<file path="src/stm_pkg.sv">
package stm_pkg;
    // Register byte addresses on APB (one aligned word each)
    localparam logic [11:0] STM_OFF_CTRL0 = 12'h000;
    localparam logic [11:0] STM_OFF_CTRL1 = 12'h004;
    localparam logic [11:0] STM_OFF_CNT_LO = 12'h008;
    localparam logic [11:0] STM_OFF_CNT_HI = 12'h00c;
    localparam logic [11:0] STM_OFF_CMPA_LO = 12'h010;
    localparam logic [11:0] STM_OFF_CMPA_HI = 12'h014;
    localparam logic [11:0] STM_OFF_CMPP = 12'h018;
    // Field positions
    localparam int STM_RUN_BIT = 3;
    localparam int STM_CLR_BIT = 0;
    localparam int STM_SWAP_BIT = 1;
    localparam int STM_INV_BIT = 2;
    localparam int STM_OC_BIT = 3;
    localparam int STM_PF_LSB = 4;
    localparam int STM_MODE_LSB = 6;
    // Reset values, control-0 read mask, P wrap value and counter maximum
    localparam logic [7:0] STM_CTRL0_RST = 8'h00;
    localparam logic [7:0] STM_CTRL1_RST = 8'h00;
    localparam logic [15:0] STM_CNT_RST = 16'h0000;
    localparam logic [15:0] STM_CMPA_RST = 16'h0000;
    localparam logic [7:0] STM_CMPP_RST = 8'h00;
    localparam logic [7:0] STM_CTRL0_MASK = 8'hf8;
    localparam logic [7:0] STM_CMPP_WRAP = 8'h00;
    localparam logic [15:0] STM_CNT_MAX = 16'hffff;
    // Operating modes
    localparam logic [1:0] STM_MODE_CMP = 2'h0;
    localparam logic [1:0] STM_MODE_CAP = 2'h1;
    localparam logic [1:0] STM_MODE_PWM = 2'h2;
    localparam logic [1:0] STM_MODE_TC = 2'h3;
    // Pin functions
    localparam logic [1:0] STM_PF_0 = 2'h0;
    localparam logic [1:0] STM_PF_1 = 2'h1;
    localparam logic [1:0] STM_PF_2 = 2'h2;
    localparam logic [1:0] STM_PF_3 = 2'h3;

    typedef struct packed {
        logic [1:0] mode_select;
        logic [1:0] pin_function_select;
        logic output_level_control;
        logic output_invert;
        logic duty_period_swap;
        logic clear_source_select;
    } stm_ctrl1_t;

    typedef struct packed {
        logic [11:0] paddr;
        logic psel;
        logic penable;
        logic pwrite;
        logic [31:0] pwdata;
    } stm_apb_req_t;

    typedef struct packed {
        logic [31:0] prdata;
        logic pready;
        logic pslverr;
    } stm_apb_rsp_t;
endpackage : stm_pkg

</file>
<file path="src/stm_timer.sv">
// The implementer's own choices: the APB slave port and the address map.
`timescale 1ns/1ps
// What this block does
// - Run rising edge zeroes counter; falling holds
// - Run low stops counting, timer off
// - Run rising edge restores initial output level in compare mode
// - Mode field selects four operating modes
// - Timer/counter mode ignores output control bits
// - Compare mode: A match none/low/high/toggle
// - PWM mode: inactive/active/PWM/single pulse
// - Capture mode: rising/falling/both/disabled edge
// - Match to initial level shows no change
// - Output control: initial or active level
// - Invert bit inverts output pin
// - Swap bit exchanges period and duty roles
// - Clear on A match or P/overflow
// - Overflow clear only when P is zero
// - Clear select ignored in PWM/capture modes
// - Counter readable as two zero-reset bytes
// - Compare A 16-bit, two zero-reset bytes
// - P matches counter high byte with low byte zero
// - Low three control-0 bits read zero
// - Low bytes pass through shared byte buffer
module stm_timer
    import stm_pkg::*;
(
    input wire logic clk,
    input wire logic rst_b,
    input wire stm_pkg::stm_apb_req_t apb_req,
    output stm_pkg::stm_apb_rsp_t apb_rsp,
    input wire logic count_tick,
    input wire logic capture_input_pin,
    output logic timer_output_pin,
    output logic timer_output_oe,
    output logic [15:0] capture_value,
    output logic capture_event,
    output logic match_a_event,
    output logic match_p_event
);
    import stm_pkg::*;

    typedef enum logic [1:0] {
        STM_SP_IDLE = 2'b01,
        STM_SP_ACTIVE = 2'b10
    } stm_sp_state_t;

    logic [7:0] ctrl0_reg;
    stm_ctrl1_t ctrl1_reg;
    logic [15:0] cnt_reg, cnt_next;
    logic [15:0] cmpa_reg;
    logic [7:0] cmpp_reg;
    logic [7:0] buf_reg;
    logic run_d_reg;
    logic out_reg, out_next;
    logic [2:0] cap_sync_reg;
    logic cap_level_reg;
    stm_sp_state_t sp_reg, sp_next;
    logic [31:0] rdata_reg;

    function automatic logic sel_addr(input logic [11:0] a, input logic [11:0] off);
        sel_addr = (a == off);
    endfunction : sel_addr

    // APB decode: zero-wait answer, pslverr on unmapped address
    wire logic acc = apb_req.psel && apb_req.penable;
    wire logic setup = apb_req.psel && !apb_req.penable;
    wire logic wr = acc && apb_req.pwrite;
    wire logic rd = acc && !apb_req.pwrite;
    wire logic [11:0] addr = apb_req.paddr;
    wire logic [7:0] wbyte = apb_req.pwdata[7:0];
    wire logic hit = sel_addr(addr, STM_OFF_CTRL0) || sel_addr(addr, STM_OFF_CTRL1)
        || sel_addr(addr, STM_OFF_CNT_LO) || sel_addr(addr, STM_OFF_CNT_HI)
        || sel_addr(addr, STM_OFF_CMPA_LO) || sel_addr(addr, STM_OFF_CMPA_HI)
        || sel_addr(addr, STM_OFF_CMPP);

    wire logic run = ctrl0_reg[STM_RUN_BIT];
    wire logic run_rise = run && !run_d_reg;
    wire logic [1:0] mode = ctrl1_reg.mode_select;
    wire logic [1:0] pf = ctrl1_reg.pin_function_select;
    wire logic oc = ctrl1_reg.output_level_control;
    wire logic is_cmp = (mode == STM_MODE_CMP);
    wire logic is_cap = (mode == STM_MODE_CAP);
    wire logic is_pwm = (mode == STM_MODE_PWM);
    wire logic is_tc = (mode == STM_MODE_TC);

    wire logic tick = run && count_tick;
    wire logic [15:0] cnt_inc = cnt_reg + 16'h0001;
    // A match is the tick on which the count reaches the compare value, so the
    // clear lands in that same tick and P at n gives n*256 ticks exactly
    wire logic match_a = tick && (cnt_inc == cmpa_reg);
    wire logic p_hit = tick && (cnt_inc[15:8] == cmpp_reg) && (cnt_inc[7:0] == 8'h00)
        && (cmpp_reg != STM_CMPP_WRAP);
    wire logic ovf = tick && (cnt_reg == STM_CNT_MAX);
    wire logic match_p = p_hit || (ovf && (cmpp_reg == STM_CMPP_WRAP));
    wire logic p_is_period = !ctrl1_reg.duty_period_swap;

    logic clear_now;
    always_comb
    begin
        if (is_pwm)
        begin
            clear_now = p_is_period ? match_p : match_a;
        end
        else if (is_cap)
        begin
            clear_now = 1'b0;
        end
        else if (ctrl1_reg.clear_source_select)
        begin
            clear_now = match_a;
        end
        else
        begin
            clear_now = match_p;
        end
    end

    always_comb
    begin
        cnt_next = cnt_reg;
        if (run_rise)
        begin
            cnt_next = STM_CNT_RST;
        end
        else if (clear_now)
        begin
            cnt_next = STM_CNT_RST;
        end
        else if (tick)
        begin
            cnt_next = cnt_inc;
        end
    end

    // Duty at or above the period gives full duty; P at zero stands for 65536
    wire logic [16:0] duty_val = p_is_period ? {1'b0, cmpa_reg}
        : ((cmpp_reg == STM_CMPP_WRAP) ? 17'h10000 : {1'b0, cmpp_reg, 8'h00});
    // Compared with the count being loaded, so the pin has no lag behind the counter
    wire logic pwm_active = ({1'b0, cnt_next} < duty_val);

    always_comb
    begin
        sp_next = sp_reg;
        case (sp_reg)
            STM_SP_IDLE:
            begin
                if (run_rise)
                begin
                    sp_next = STM_SP_ACTIVE;
                end
            end
            STM_SP_ACTIVE:
            begin
                if (!run || match_a)
                begin
                    sp_next = STM_SP_IDLE;
                end
            end
            default:
            begin
                sp_next = STM_SP_IDLE;
            end
        endcase
    end

    always_comb
    begin
        out_next = out_reg;
        if (is_cmp)
        begin
            if (run_rise)
            begin
                out_next = oc;
            end
            else if (match_a)
            begin
                case (pf)
                    STM_PF_1: out_next = 1'b0;
                    STM_PF_2: out_next = 1'b1;
                    STM_PF_3: out_next = !out_reg;
                    default: out_next = out_reg;
                endcase
            end
        end
        else if (is_pwm)
        begin
            case (pf)
                STM_PF_0: out_next = !oc;
                STM_PF_1: out_next = oc;
                STM_PF_2: out_next = (run && pwm_active) ? oc : !oc;
                default: out_next = (sp_next == STM_SP_ACTIVE) ? oc : !oc;
            endcase
        end
    end

    // Capture edge select on the synchronised pin
    wire logic cap_stable = (cap_sync_reg[1] == cap_sync_reg[2]);
    wire logic cap_new = cap_sync_reg[2];
    wire logic cap_rise = cap_stable && cap_new && !cap_level_reg;
    wire logic cap_fall = cap_stable && !cap_new && cap_level_reg;
    logic cap_hit;
    always_comb
    begin
        case (pf)
            STM_PF_0: cap_hit = cap_rise;
            STM_PF_1: cap_hit = cap_fall;
            STM_PF_2: cap_hit = cap_rise || cap_fall;
            default: cap_hit = 1'b0;
        endcase
    end
    wire logic cap_fire = run && is_cap && cap_hit;

    logic [7:0] rbyte;
    always_comb
    begin
        rbyte = 8'h00;
        if (sel_addr(addr, STM_OFF_CTRL0)) rbyte = ctrl0_reg & STM_CTRL0_MASK;
        else if (sel_addr(addr, STM_OFF_CTRL1)) rbyte = ctrl1_reg;
        else if (sel_addr(addr, STM_OFF_CNT_LO)) rbyte = buf_reg;
        else if (sel_addr(addr, STM_OFF_CNT_HI)) rbyte = cnt_reg[15:8];
        else if (sel_addr(addr, STM_OFF_CMPA_LO)) rbyte = buf_reg;
        else if (sel_addr(addr, STM_OFF_CMPA_HI)) rbyte = cmpa_reg[15:8];
        else if (sel_addr(addr, STM_OFF_CMPP)) rbyte = cmpp_reg;
    end

    always_ff @(posedge clk)
    begin
        if (!rst_b)
        begin
            ctrl0_reg <= STM_CTRL0_RST;
            ctrl1_reg <= STM_CTRL1_RST;
            cmpa_reg <= STM_CMPA_RST;
            cmpp_reg <= STM_CMPP_RST;
            buf_reg <= 8'h00;
        end
        else if (wr)
        begin
            if (sel_addr(addr, STM_OFF_CTRL0)) ctrl0_reg <= wbyte & STM_CTRL0_MASK;
            if (sel_addr(addr, STM_OFF_CTRL1)) ctrl1_reg <= wbyte;
            if (sel_addr(addr, STM_OFF_CMPA_LO)) buf_reg <= wbyte;
            if (sel_addr(addr, STM_OFF_CMPA_HI)) cmpa_reg <= {wbyte, buf_reg};
            if (sel_addr(addr, STM_OFF_CMPP)) cmpp_reg <= wbyte;
        end
        else if (rd)
        begin
            // High-byte read snapshots the low byte in its access cycle, one cycle after the high byte is latched in setup
            if (sel_addr(addr, STM_OFF_CNT_HI)) buf_reg <= cnt_reg[7:0];
            if (sel_addr(addr, STM_OFF_CMPA_HI)) buf_reg <= cmpa_reg[7:0];
        end
    end

    always_ff @(posedge clk)
    begin
        if (!rst_b)
        begin
            cnt_reg <= STM_CNT_RST;
            run_d_reg <= 1'b0;
            out_reg <= 1'b0;
            sp_reg <= STM_SP_IDLE;
            cap_sync_reg <= 3'h0;
            cap_level_reg <= 1'b0;
            capture_value <= 16'h0000;
            capture_event <= 1'b0;
            match_a_event <= 1'b0;
            match_p_event <= 1'b0;
            rdata_reg <= 32'h0000_0000;
        end
        else
        begin
            cnt_reg <= cnt_next;
            run_d_reg <= run;
            out_reg <= out_next;
            sp_reg <= sp_next;
            cap_sync_reg <= {cap_sync_reg[1:0], capture_input_pin};
            if (cap_stable)
            begin
                cap_level_reg <= cap_new;
            end
            capture_event <= cap_fire;
            if (cap_fire)
            begin
                capture_value <= cnt_reg;
            end
            match_a_event <= match_a && !is_cap;
            match_p_event <= match_p && !is_cap && !(!is_pwm && ctrl1_reg.clear_source_select);
            // Latched in the setup cycle, so read data stands through the access
            if (setup)
            begin
                rdata_reg <= {24'h000000, rbyte};
            end
        end
    end

    // Invert applies last; in timer/counter mode the pin is released
    assign timer_output_pin = is_tc ? 1'b0 : (out_reg ^ ctrl1_reg.output_invert);
    assign timer_output_oe = !is_tc;
    assign apb_rsp.prdata = rdata_reg;
    assign apb_rsp.pready = 1'b1;
    assign apb_rsp.pslverr = acc && !hit;
endmodule : stm_timer

</file>
<file path="config.mk">
export PLATFORM = sky130hd
export DESIGN_NAME = stm_timer
export DESIGN_NICKNAME = d
export VERILOG_FILES = /design/src/stm_pkg.sv /design/src/stm_timer.sv
export SDC_FILE = /design/constraint.sdc
export NUM_CORES = 1
export LEC_CHECK = 0
export BUFFER_PORTS_ARGS = -buffer_cell sky130_fd_sc_hd__buf_2
export CAP_MARGIN = 15
export CORE_UTILIZATION = 25
export CTS_CLUSTER_DIAMETER = 40
export CTS_CLUSTER_SIZE = 24
export DETAILED_ROUTE_END_ITERATION = 10
export PLACE_DENSITY = 0.54
export SETUP_SLACK_MARGIN = 0.3
export SYNTH_ARGS = -nofsm -noshare
export SYNTH_HDL_FRONTEND = slang
export SYNTH_SLANG_ARGS = --single-unit
</file>
<file path="constraint.sdc">
create_clock -name clk -period 9.35 [get_ports clk]
set_clock_uncertainty 0.2 [all_clocks]
set_input_delay 0.935 -clock clk [delete_from_list [all_inputs] [get_ports clk]]
set_output_delay 0.935 -clock clk [all_outputs]
set_load 0.005 [all_outputs]
</file>
* Word-level counts from Yosys, hierarchy flattened
Index checks and enable logic that the tools add are counted.
** Storage, ports and cells
- Latch bits :: 0
- RAM bits :: 0
- Memories :: 0
- Register bits :: 96
- Input bits :: 51
- Memory bits (read-only) :: 0
** Operators by class
- Divide/modulo/power cells :: 0
- Bitwise operators :: 1
- Multipliers :: 0
- Shift operators :: 0
- Multiplexer cells :: 34
- Add/sub/neg operators :: 1
- Reduce and logical (&&, ||, !) cells :: 61
- Eq/ne operators :: 22
- Magnitude comparators :: 1
** Operators by type and width (count)
- 8-bit two-way mux :: 12
- 16-bit two-way mux :: 3
- 12-bit by 5-bit equality test with 1-bit output (second input constant) :: 3
- 17-bit two-way mux :: 2
- 12-bit by 4-bit equality test with 1-bit output (second input constant) :: 2
- 1-bit logical AND :: 24
- 16-bit by 17-bit < comparator with 1-bit output :: 1
- 16-bit by 1-bit adder with 16-bit output (second input constant) :: 1
- 16-bit equality test :: 1
- 16-bit equality test (second input constant) :: 1
- 8-bit logical NOT :: 2
- 1-bit logical NOT :: 13
- 12-bit by 3-bit equality test with 1-bit output (second input constant) :: 1
- 2-bit equality test (second input constant) :: 6
- 12-bit logical NOT :: 1
- 1-bit two-way mux :: 11
- 1-bit logical OR :: 9
- 1-bit case mux with 3 select lines :: 3
- 8-bit equality test :: 1
- 2-bit AND reduction :: 4
- 8-bit nonzero test :: 1
- 2-bit by 1-bit equality test with 1-bit output (second input constant) :: 3
- 3-bit AND reduction :: 2
- 5-bit by 2-bit != test with 1-bit output (second input constant) :: 1
- 9 further kinds :: 12

* Longest topological paths before layout
Gate-level depths: netlist of run 1.
- Word-level depth :: 17
- Mapped depth :: 22

* Worst setup path after synthesis of run 1
Ideal clock, no wire load.
- Path kind :: input port to flip-flop
- Start point :: input count_tick
- End point :: register out_reg
- Cell stages on the path :: 18
- Arrival time :: 4405 ps
- Required time :: 9088 ps
- Path slack :: 4683 ps
- Library setup time :: 62 ps
- Cell sequence :: nand2_1 nor4b_1 o2111ai_1 nor4_2 nand3_2 nand3_1 buf_2 nor2_1 ha_1 a21o_1 a21o_1 a211o_1 a2111oi_0 o22a_1 a21oi_1 a311oi_1 o31ai_1 nand3_1
** On the way
- Word-level cells in the longest chain between the ends :: 16
- Elaborated cells on any way between the ends :: 28
- Those cells by class :: 1 x order compare; 2 x eq/ne; 14 x mux; 11 x reduce/logical
** RTL lines
- start, declared :: RTL line stm_timer.sv:31 : input wire logic count_tick,
- 1-bit logical AND (*) :: RTL line stm_timer.sv:86 : wire logic tick = run && count_tick;
- 1-bit logical AND (2 in a row) :: RTL line stm_timer.sv:91 : wire logic p_hit = tick && (cnt_inc[15:8] == cmpp_reg) && (cnt_inc[7:0] == 8'h00)
- 1-bit logical AND :: RTL line stm_timer.sv:92 : && (cmpp_reg != STM_CMPP_WRAP);
- 1-bit logical OR :: RTL line stm_timer.sv:94 : wire logic match_p = p_hit || (ovf && (cmpp_reg == STM_CMPP_WRAP));
- 1-bit two-way mux :: RTL line stm_timer.sv:108 : else if (ctrl1_reg.clear_source_select)
- 1-bit two-way mux :: RTL line stm_timer.sv:104 : else if (is_cap)
- 1-bit two-way mux :: RTL line stm_timer.sv:100 : if (is_pwm)
- 16-bit two-way mux (*) :: RTL line stm_timer.sv:125 : else if (clear_now)
- 16-bit two-way mux (*) :: RTL line stm_timer.sv:121 : if (run_rise)
- net cnt_next[2] :: RTL line stm_timer.sv:49 : logic [15:0] cnt_reg, cnt_next;
- 16-bit by 17-bit < comparator with 1-bit output (*) :: RTL line stm_timer.sv:139 : wire logic pwm_active = ({1'b0, cnt_next} < duty_val);
- 1-bit logical AND (*) :: RTL line stm_timer.sv:190 : STM_PF_2: out_next = (run && pwm_active) ? oc : !oc;
- 1-bit two-way mux (*) :: RTL line stm_timer.sv:190
- 1-bit case mux with 3 select lines (*) :: RTL line stm_timer.sv:187 : case (pf)
- 1-bit two-way mux (*) :: RTL line stm_timer.sv:185 : else if (is_pwm)
- 1-bit two-way mux (*) :: RTL line stm_timer.sv:169 : if (is_cmp)
- end signal, assigned :: RTL line stm_timer.sv:272 : out_reg <= out_next;
- end, declared :: RTL line stm_timer.sv:54 : logic out_reg, out_next;
Mark *: on every way through the listed nets, which the timed path passes. The rest lies on a longest branch. The select of a mux whose other input is x is not followed.
A chain may end at the register's enable or synchronous reset.

* Final worst setup path of run 1
- Start point :: register cnt_reg[0]
- End point :: register out_reg
** On the way
- Word-level cells in the longest chain between the ends :: 17
- Elaborated cells on any way between the ends :: 32
- Those cells by class :: 1 x add/sub; 1 x order compare; 5 x eq/ne; 14 x mux; 11 x reduce/logical
** RTL lines
- start, declared :: RTL line stm_timer.sv:49
- start signal, assigned :: RTL line stm_timer.sv:270 : cnt_reg <= cnt_next;
- 16-bit by 1-bit adder with 16-bit output :: RTL line stm_timer.sv:87 : wire logic [15:0] cnt_inc = cnt_reg + 16'h0001;
- 8-bit equality test :: RTL line stm_timer.sv:91
- 1-bit logical AND (2 in a row) :: RTL line stm_timer.sv:91
- 1-bit logical AND :: RTL line stm_timer.sv:92
- 1-bit logical OR :: RTL line stm_timer.sv:94
- 1-bit two-way mux :: RTL line stm_timer.sv:108
- 1-bit two-way mux :: RTL line stm_timer.sv:104
- 1-bit two-way mux :: RTL line stm_timer.sv:100
- 16-bit two-way mux (*) :: RTL line stm_timer.sv:125
- 16-bit two-way mux (*) :: RTL line stm_timer.sv:121
- net cnt_next[8] :: RTL line stm_timer.sv:49
- 16-bit by 17-bit < comparator with 1-bit output (*) :: RTL line stm_timer.sv:139
- 1-bit logical AND (*) :: RTL line stm_timer.sv:190
- 1-bit two-way mux (*) :: RTL line stm_timer.sv:190
- 1-bit case mux with 3 select lines (*) :: RTL line stm_timer.sv:187
- 1-bit two-way mux (*) :: RTL line stm_timer.sv:185
- 1-bit two-way mux (*) :: RTL line stm_timer.sv:169
Marks and branches as above.

==> results.txt, run 1 <==
hpwl dp: 14700 µm
Max-Cap Viols: 0
number of gates resized after CTS: 0
final setup vio count: 0
FP Rows: 58
Sequential Area: 0.00192 mm²
Setup Fix Bufs, Post-CTS: 0
final wirelength: 19600 µm
CTS tree: built
GRT overflow: 0
largest net degree at the start of global routing: 54
vias in the first global route: 5444
Slew HR: 19.9%
syn_area_per_cell: 7.71 µm²
via count: 5874
most common flop cell mapped by yosys: dfxtp_1
Worst Tran Pin Value: 1.20 ns
count of cell types in the netlist: 69
Core ar.: 0.0252 mm²
final core utilization: 27.9%
antenna-violating nets left: 0
clock-pin slew on the worst setup and hold paths: 0.07 ns
Final period util: 69.6%
Ys Warns: 0
Slew Limit Fails: 0
RSZ-0062 raised after global routing: false
Pre-Repair DR Iteration Count: 5
worst path required time: 9.39 ns
Clock Path Buffers: 2
worst-path maximum fanout: 15
synthesis-stage register bit count: 96
initial drt markers: 474
CTS Buf Count: 9
Die H: 162 µm
min cycle time layout: 6.51 ns
wire per inst: 16.7 µm
TNS Setup: 0 ns
H-tree Lvls: 3
Syn Std Cell Area: 0.00640 mm²
vias per std cell: 5.00
area of the multi-input gates: 0.00404 mm²
clock root cell: clkbuf_16
Final Hold Fails: 0
initial antenna violation count: 0
commonest cells after routing, fill and taps aside: nor2_1 (107), nand2_1 (106), dfxtp_1 (96)
total die area: 0.0262 mm²
Ports: 106
Residual DRC: 0
Clk Latency, worst-skew pair: 0.37 ns
fmax: 0.154 GHz
n_diodes: 0
sequential fraction of the synthesis area: 30.0%
first-pass GRT wire length: 30800 µm
die width: 162 µm
FFs w/ async S/R, synth: 0%
layout cells sized above 1: 11.0%
Leak Pwr: 2.60 nW
peak supply drop: 85.0 µV
Post-synth EDFFs: 0
P per Cell Area: 117 mW/mm²
critical path class: reg -> reg
P&R area growth vs syn: 9.89%
FILL cells: 2768
GRT Total Usage: 15.2%
routability cong.: 0.890
CP endpoint kind: register
Hold Buf Count CTS: 0
WP data arrival: 6.55 ns
worst hold path type: reg -> reg
clk sink count: 96
CP startpoint kind: register
Final #Nets: 912
run status: complete, no violations
commonest non-fill, non-tap cell in the layout: nor2_1
Port Buf Inserts: 56
Initial Util: 25.4%
cell count after synthesis: 830
layout make-up:
type | instances | share of cell area (%)
inverters | 18 | 0.961
repair buffers | 59 | 4.30
clock inverters | 7 | 0.889
clock buffers | 9 | 3.20
flip-flops and latches | 96 | 27.3
well taps | 330 | 5.87
multi-input cells | 656 | 57.5
critical path, cell delays in order (launching register included):
cell and delay (ns):
dfxtp_1 0.62, ha_1 0.41, nand3_1 0.37, or3_1 0.63, o21ai_0 0.13, o221ai_1 0.14
nor4_2 0.59, nand3_2 0.20, nand3_1 0.53, nor2_1 0.14, ha_1 0.33, a21oi_1 0.19
nor3_1 0.07, or3_1 0.37, a2111oi_0 0.62, o22a_1 0.29, a211oi_1 0.09, o31ai_1 0.33
nand3_1 0.11
logic make-up (layout without fill, tap and decap cells):
family	after synthesis	after routing	synth area share (%)
fa+ha+maj	22	22	4.26
flops	96	96	30.0
buf+inv	101	93	8.19
other cells	2	25	0.117
compound gates	161	161	16.2
mux	53	53	8.31
xor+xnor	41	41	6.04
simple gates	354	354	26.8
power breakdown:
part           switching, mW  internal (mW)
sequential           0.00135          0.411
clock                  0.183          0.186
combinational         0.0269         0.0120
total                  0.211          0.609
layer usage:
| layer | global-route usage (%) | share of wire (%) | vias to the layer above | routed length, µm |
|---|---|---|---|---|
| met2 | 23.7 | 44 | 209 | 8710 |
| met5 | 0 | 0 | - | 0 |
| met1 | 20.8 | 47 | 2748 | 9270 |
| met4 | 6.73 | 2.7 | 0 | 525 |
| li1 | - | - | 2882 | - |
| met3 | 2.27 | 5.6 | 35 | 1100 |
per-stage QoR:
step / power, mW / hold WS, ns / worst slack [ns] / area [µm²] / cells
after floorplan: 0.452 / 0.212 / 4.68 / 6490 / 853
after global placement: 0.461 / 0.217 / 2.84 / 6750 / 1159
after detailed placement: 0.461 / 0.220 / 2.86 / 6750 / 1159
after CTS: 0.830 / 0.238 / 2.83 / 7030 / 1175
after global routing: 0.852 / 0.273 / 2.45 / 7030 / 1175
final: 0.820 / 0.234 / 2.84 / 7030 / 1175
cell usage after synthesis (all sizes together) (3+ instances only):
cell / n / share of area (%)
buf: 52 / 5.3
a311oi: 3 / 0.41
nor2: 107 / 6.3
nor4: 7 / 1.1
o2111ai: 3 / 0.41
inv: 18 / 1.1
nand3: 35 / 2.8
or3: 7 / 0.76
xor2: 8 / 1.1
mux2i: 52 / 8.1
ha: 21 / 4.1
and4: 6 / 0.82
nor3: 19 / 1.6
clkbuf: 31 / 1.8
or4: 4 / 0.47
nor2b: 12 / 1.2
a21oi: 60 / 4.7
a31oi: 6 / 0.59
dfxtp: 96 / 30
o21ai: 33 / 2.6
a21o: 7 / 0.82
nand2b: 15 / 1.5
o21a: 4 / 0.47
xnor2: 31 / 4.2
nand2: 106 / 6.2
nand4: 14 / 1.8
a22oi: 5 / 0.59
a221oi: 3 / 0.41
a211oi: 9 / 1.1
o211ai: 6 / 0.70
and2: 8 / 0.78
or2: 5 / 0.49
worst paths after layout:
path / start / end / slack [ns] / cells past startpoint
worst max-delay path: cnt_reg[0] / out_reg / 2.84 / 18
worst min-delay path: cap_sync_reg[0] / cap_sync_reg[1] / 0.23 / 1
worst max register to register: cnt_reg[0] / out_reg / 2.84 / 18
worst min register to register: cap_sync_reg[0] / cap_sync_reg[1] / 0.23 / 1
Power figures use the tool's default switching activity.
==> run 2, diff against run 1 <==
- PLACE_DENSITY: 0.54 -> 0.55
- clock period: 9.35 -> 5.4 ns (I/O delays scaled with it)
==> results.txt, run 2 (synthesized netlist as in run 1, its figures left out) <==
run status: complete, no violations
Max stage delay on crit path: 0.39 ns
P per Cell Area: 192 mW/mm²
worst hold slack: 0.195 ns
most frequent CP cell: buf_4
largest net degree at the start of global routing: 58
TNS Setup: 0 ns
hpwl dp: 15500 µm
P&R area growth vs syn: 16.8%
CP endpoint kind: register
CP startpoint kind: register
worst-path maximum fanout: 15
worst path required time: 5.49 ns
Hold Crit Start: capture_input_pin
GRT Total Usage: 15.7%
worst path bufs/invs: 5
final wirelength: 20400 µm
Area after DPL: 0.00704 mm²
total die area: 0.0262 mm²
clock root cell: clkbuf_16
clock-pin slew on the worst setup and hold paths: 0.07 ns
layout cells sized above 1: 17.3%
Initial Util: 25.4%
hold endpoint: cap_sync_reg[0]
Worst path slowest cell: or3_1
Hold Crit Depth: 2
Residual DRC: 0
GRT overflow: 0
die width: 162 µm
Hold Buf Count CTS: 0
FF-to-FF End: out_reg
area of the multi-input gates: 0.00415 mm²
via count: 6162
Final #Nets: 952
Slew HR: 35.0%
first-pass GRT wire length: 31900 µm
critical path's top delay family: simple AND/OR/NAND/NOR gates
FILL cells: 2744
antenna-violating nets left: 0
Final period util: 90.6%
Slew Limit Fails: 0
vias per std cell: 5.07
CTS Buf Count: 9
Design Area, Final: 0.00748 mm²
Ports: 106
vias in the first global route: 5706
CP startpoint: cnt_reg[0]
worst hold path type: in -> reg
commonest non-fill, non-tap cell in the layout: nand2_1
crit-path cells: ha_2 > nand3_4 > buf_4 > or3_1 > buf_4 > o2111ai_1 > nor4_2 > buf_4 > nand3_2 > nand3_1 > buf_12 > nor2_1 > ha_1 > nand4_1 > nor3_1 > or3_1 > a2111oi_2 > buf_4 > o22a_1 > a21oi_1 > a311oi_1 > o31ai_1 > nand3_1
R2R Path Start: cnt_reg[0]
Port Buf Inserts: 56
Leak Pwr: 2.84 nW
Die H: 162 µm
cell depth of the worst flop-to-flop path: 23
critical path class: reg -> reg
Clk Latency, worst-skew pair: 0.35 ns
Final Hold Fails: 0
Sequential Area: 0.00193 mm²
WP data arrival: 4.98 ns
initial antenna violation count: 0
Clock Path Buffers: 2
register-to-register setup slack: 0.51 ns
final setup vio count: 0
RSZ-0062 raised after global routing: false
Max-Cap Viols: 0
initial drt markers: 529
Core ar.: 0.0252 mm²
routability cong.: 0.919
Tot Pwr: 1.44 mW
Worst Tran Pin Value: 0.973 ns
clk sink count: 96
FP Rows: 58
wire per inst: 16.8 µm
fmax: 0.204 GHz
min cycle time layout: 4.89 ns
CTS tree: built
H-tree Lvls: 3
Pre-Repair DR Iteration Count: 6
peak supply drop: 129 µV
commonest cells after routing, fill and taps aside: nand2_1 (106), nor2_1 (103), dfxtp_1 (90)
n_diodes: 0
-- run 2: cell types whose count changed in the layout (fill, tap and decap cells not counted), moves of 2 or more --
cell,previous run,this run
buf_4,3,42
dfxtp_1,96,90
dfxtp_2,0,6
nor2_1,107,103
nor2_2,0,4
and4_1,6,4
clkbuf_1,0,2
clkinv_4,3,1
inv_8,2,0
nor4b_1,2,0
-- run 2: cell type report --
type                            count  area share (%)
Inverter                           18           0.904
Timing Repair Buffer               99            8.23
Multi-Input combinational cell    656            55.6
Clock inverter                      5           0.854
Clock buffer                       11            3.11
Sequential cell                    96            25.8
Tap cell                          330            5.52
-- run 2: layer usage --
layer | vias to the layer above | routed length [µm] | GRT usage [%]
met5 | - | 0 | 0
met4 | 0 | 685 | 6.30
met3 | 41 | 1290 | 2.66
met2 | 266 | 8720 | 23.9
met1 | 2891 | 9690 | 21.9
li1 | 2964 | - | -
-- run 2: worst max-delay path by stage --
stage                    to  slack (ns)  cells past startpoint
global route        out_reg        0.30                     23
detailed placement  out_reg        0.02                     20
global placement    out_reg        0.05                     20
finish              out_reg        0.51                     23
floorplan           out_reg        0.74                     22
CTS                 out_reg        0.32                     21
-- run 2: through the flow --
step	std cells	util (%)	worst slack [ns]
3_3_place_gp	1196	27.9	0.0508
4_1_cts	1212	29.3	0.316
2_1_floorplan	853	-	0.737
6_report	1215	29.7	0.510
3_5_place_dp	1196	27.9	0.0184
5_1_grt	1215	29.7	0.298
-- run 2: timing repair --
action / in CTS / in global routing
resized for setup: 7 / 22
pin swaps: 1 / 4
setup buffers: 0 / 3
endpoints found under the setup margin: 1 / 1
-- run 2: power breakdown --
part | internal (mW) | switching [mW] | leakage [nW] | total, mW
Clock | 0.364 | 0.290 | 0.141 | 0.654
Sequential | 0.712 | 0.00246 | 0.778 | 0.715
Combinational | 0.0209 | 0.0478 | 1.93 | 0.0687
Total | 1.10 | 0.341 | 2.84 | 1.44
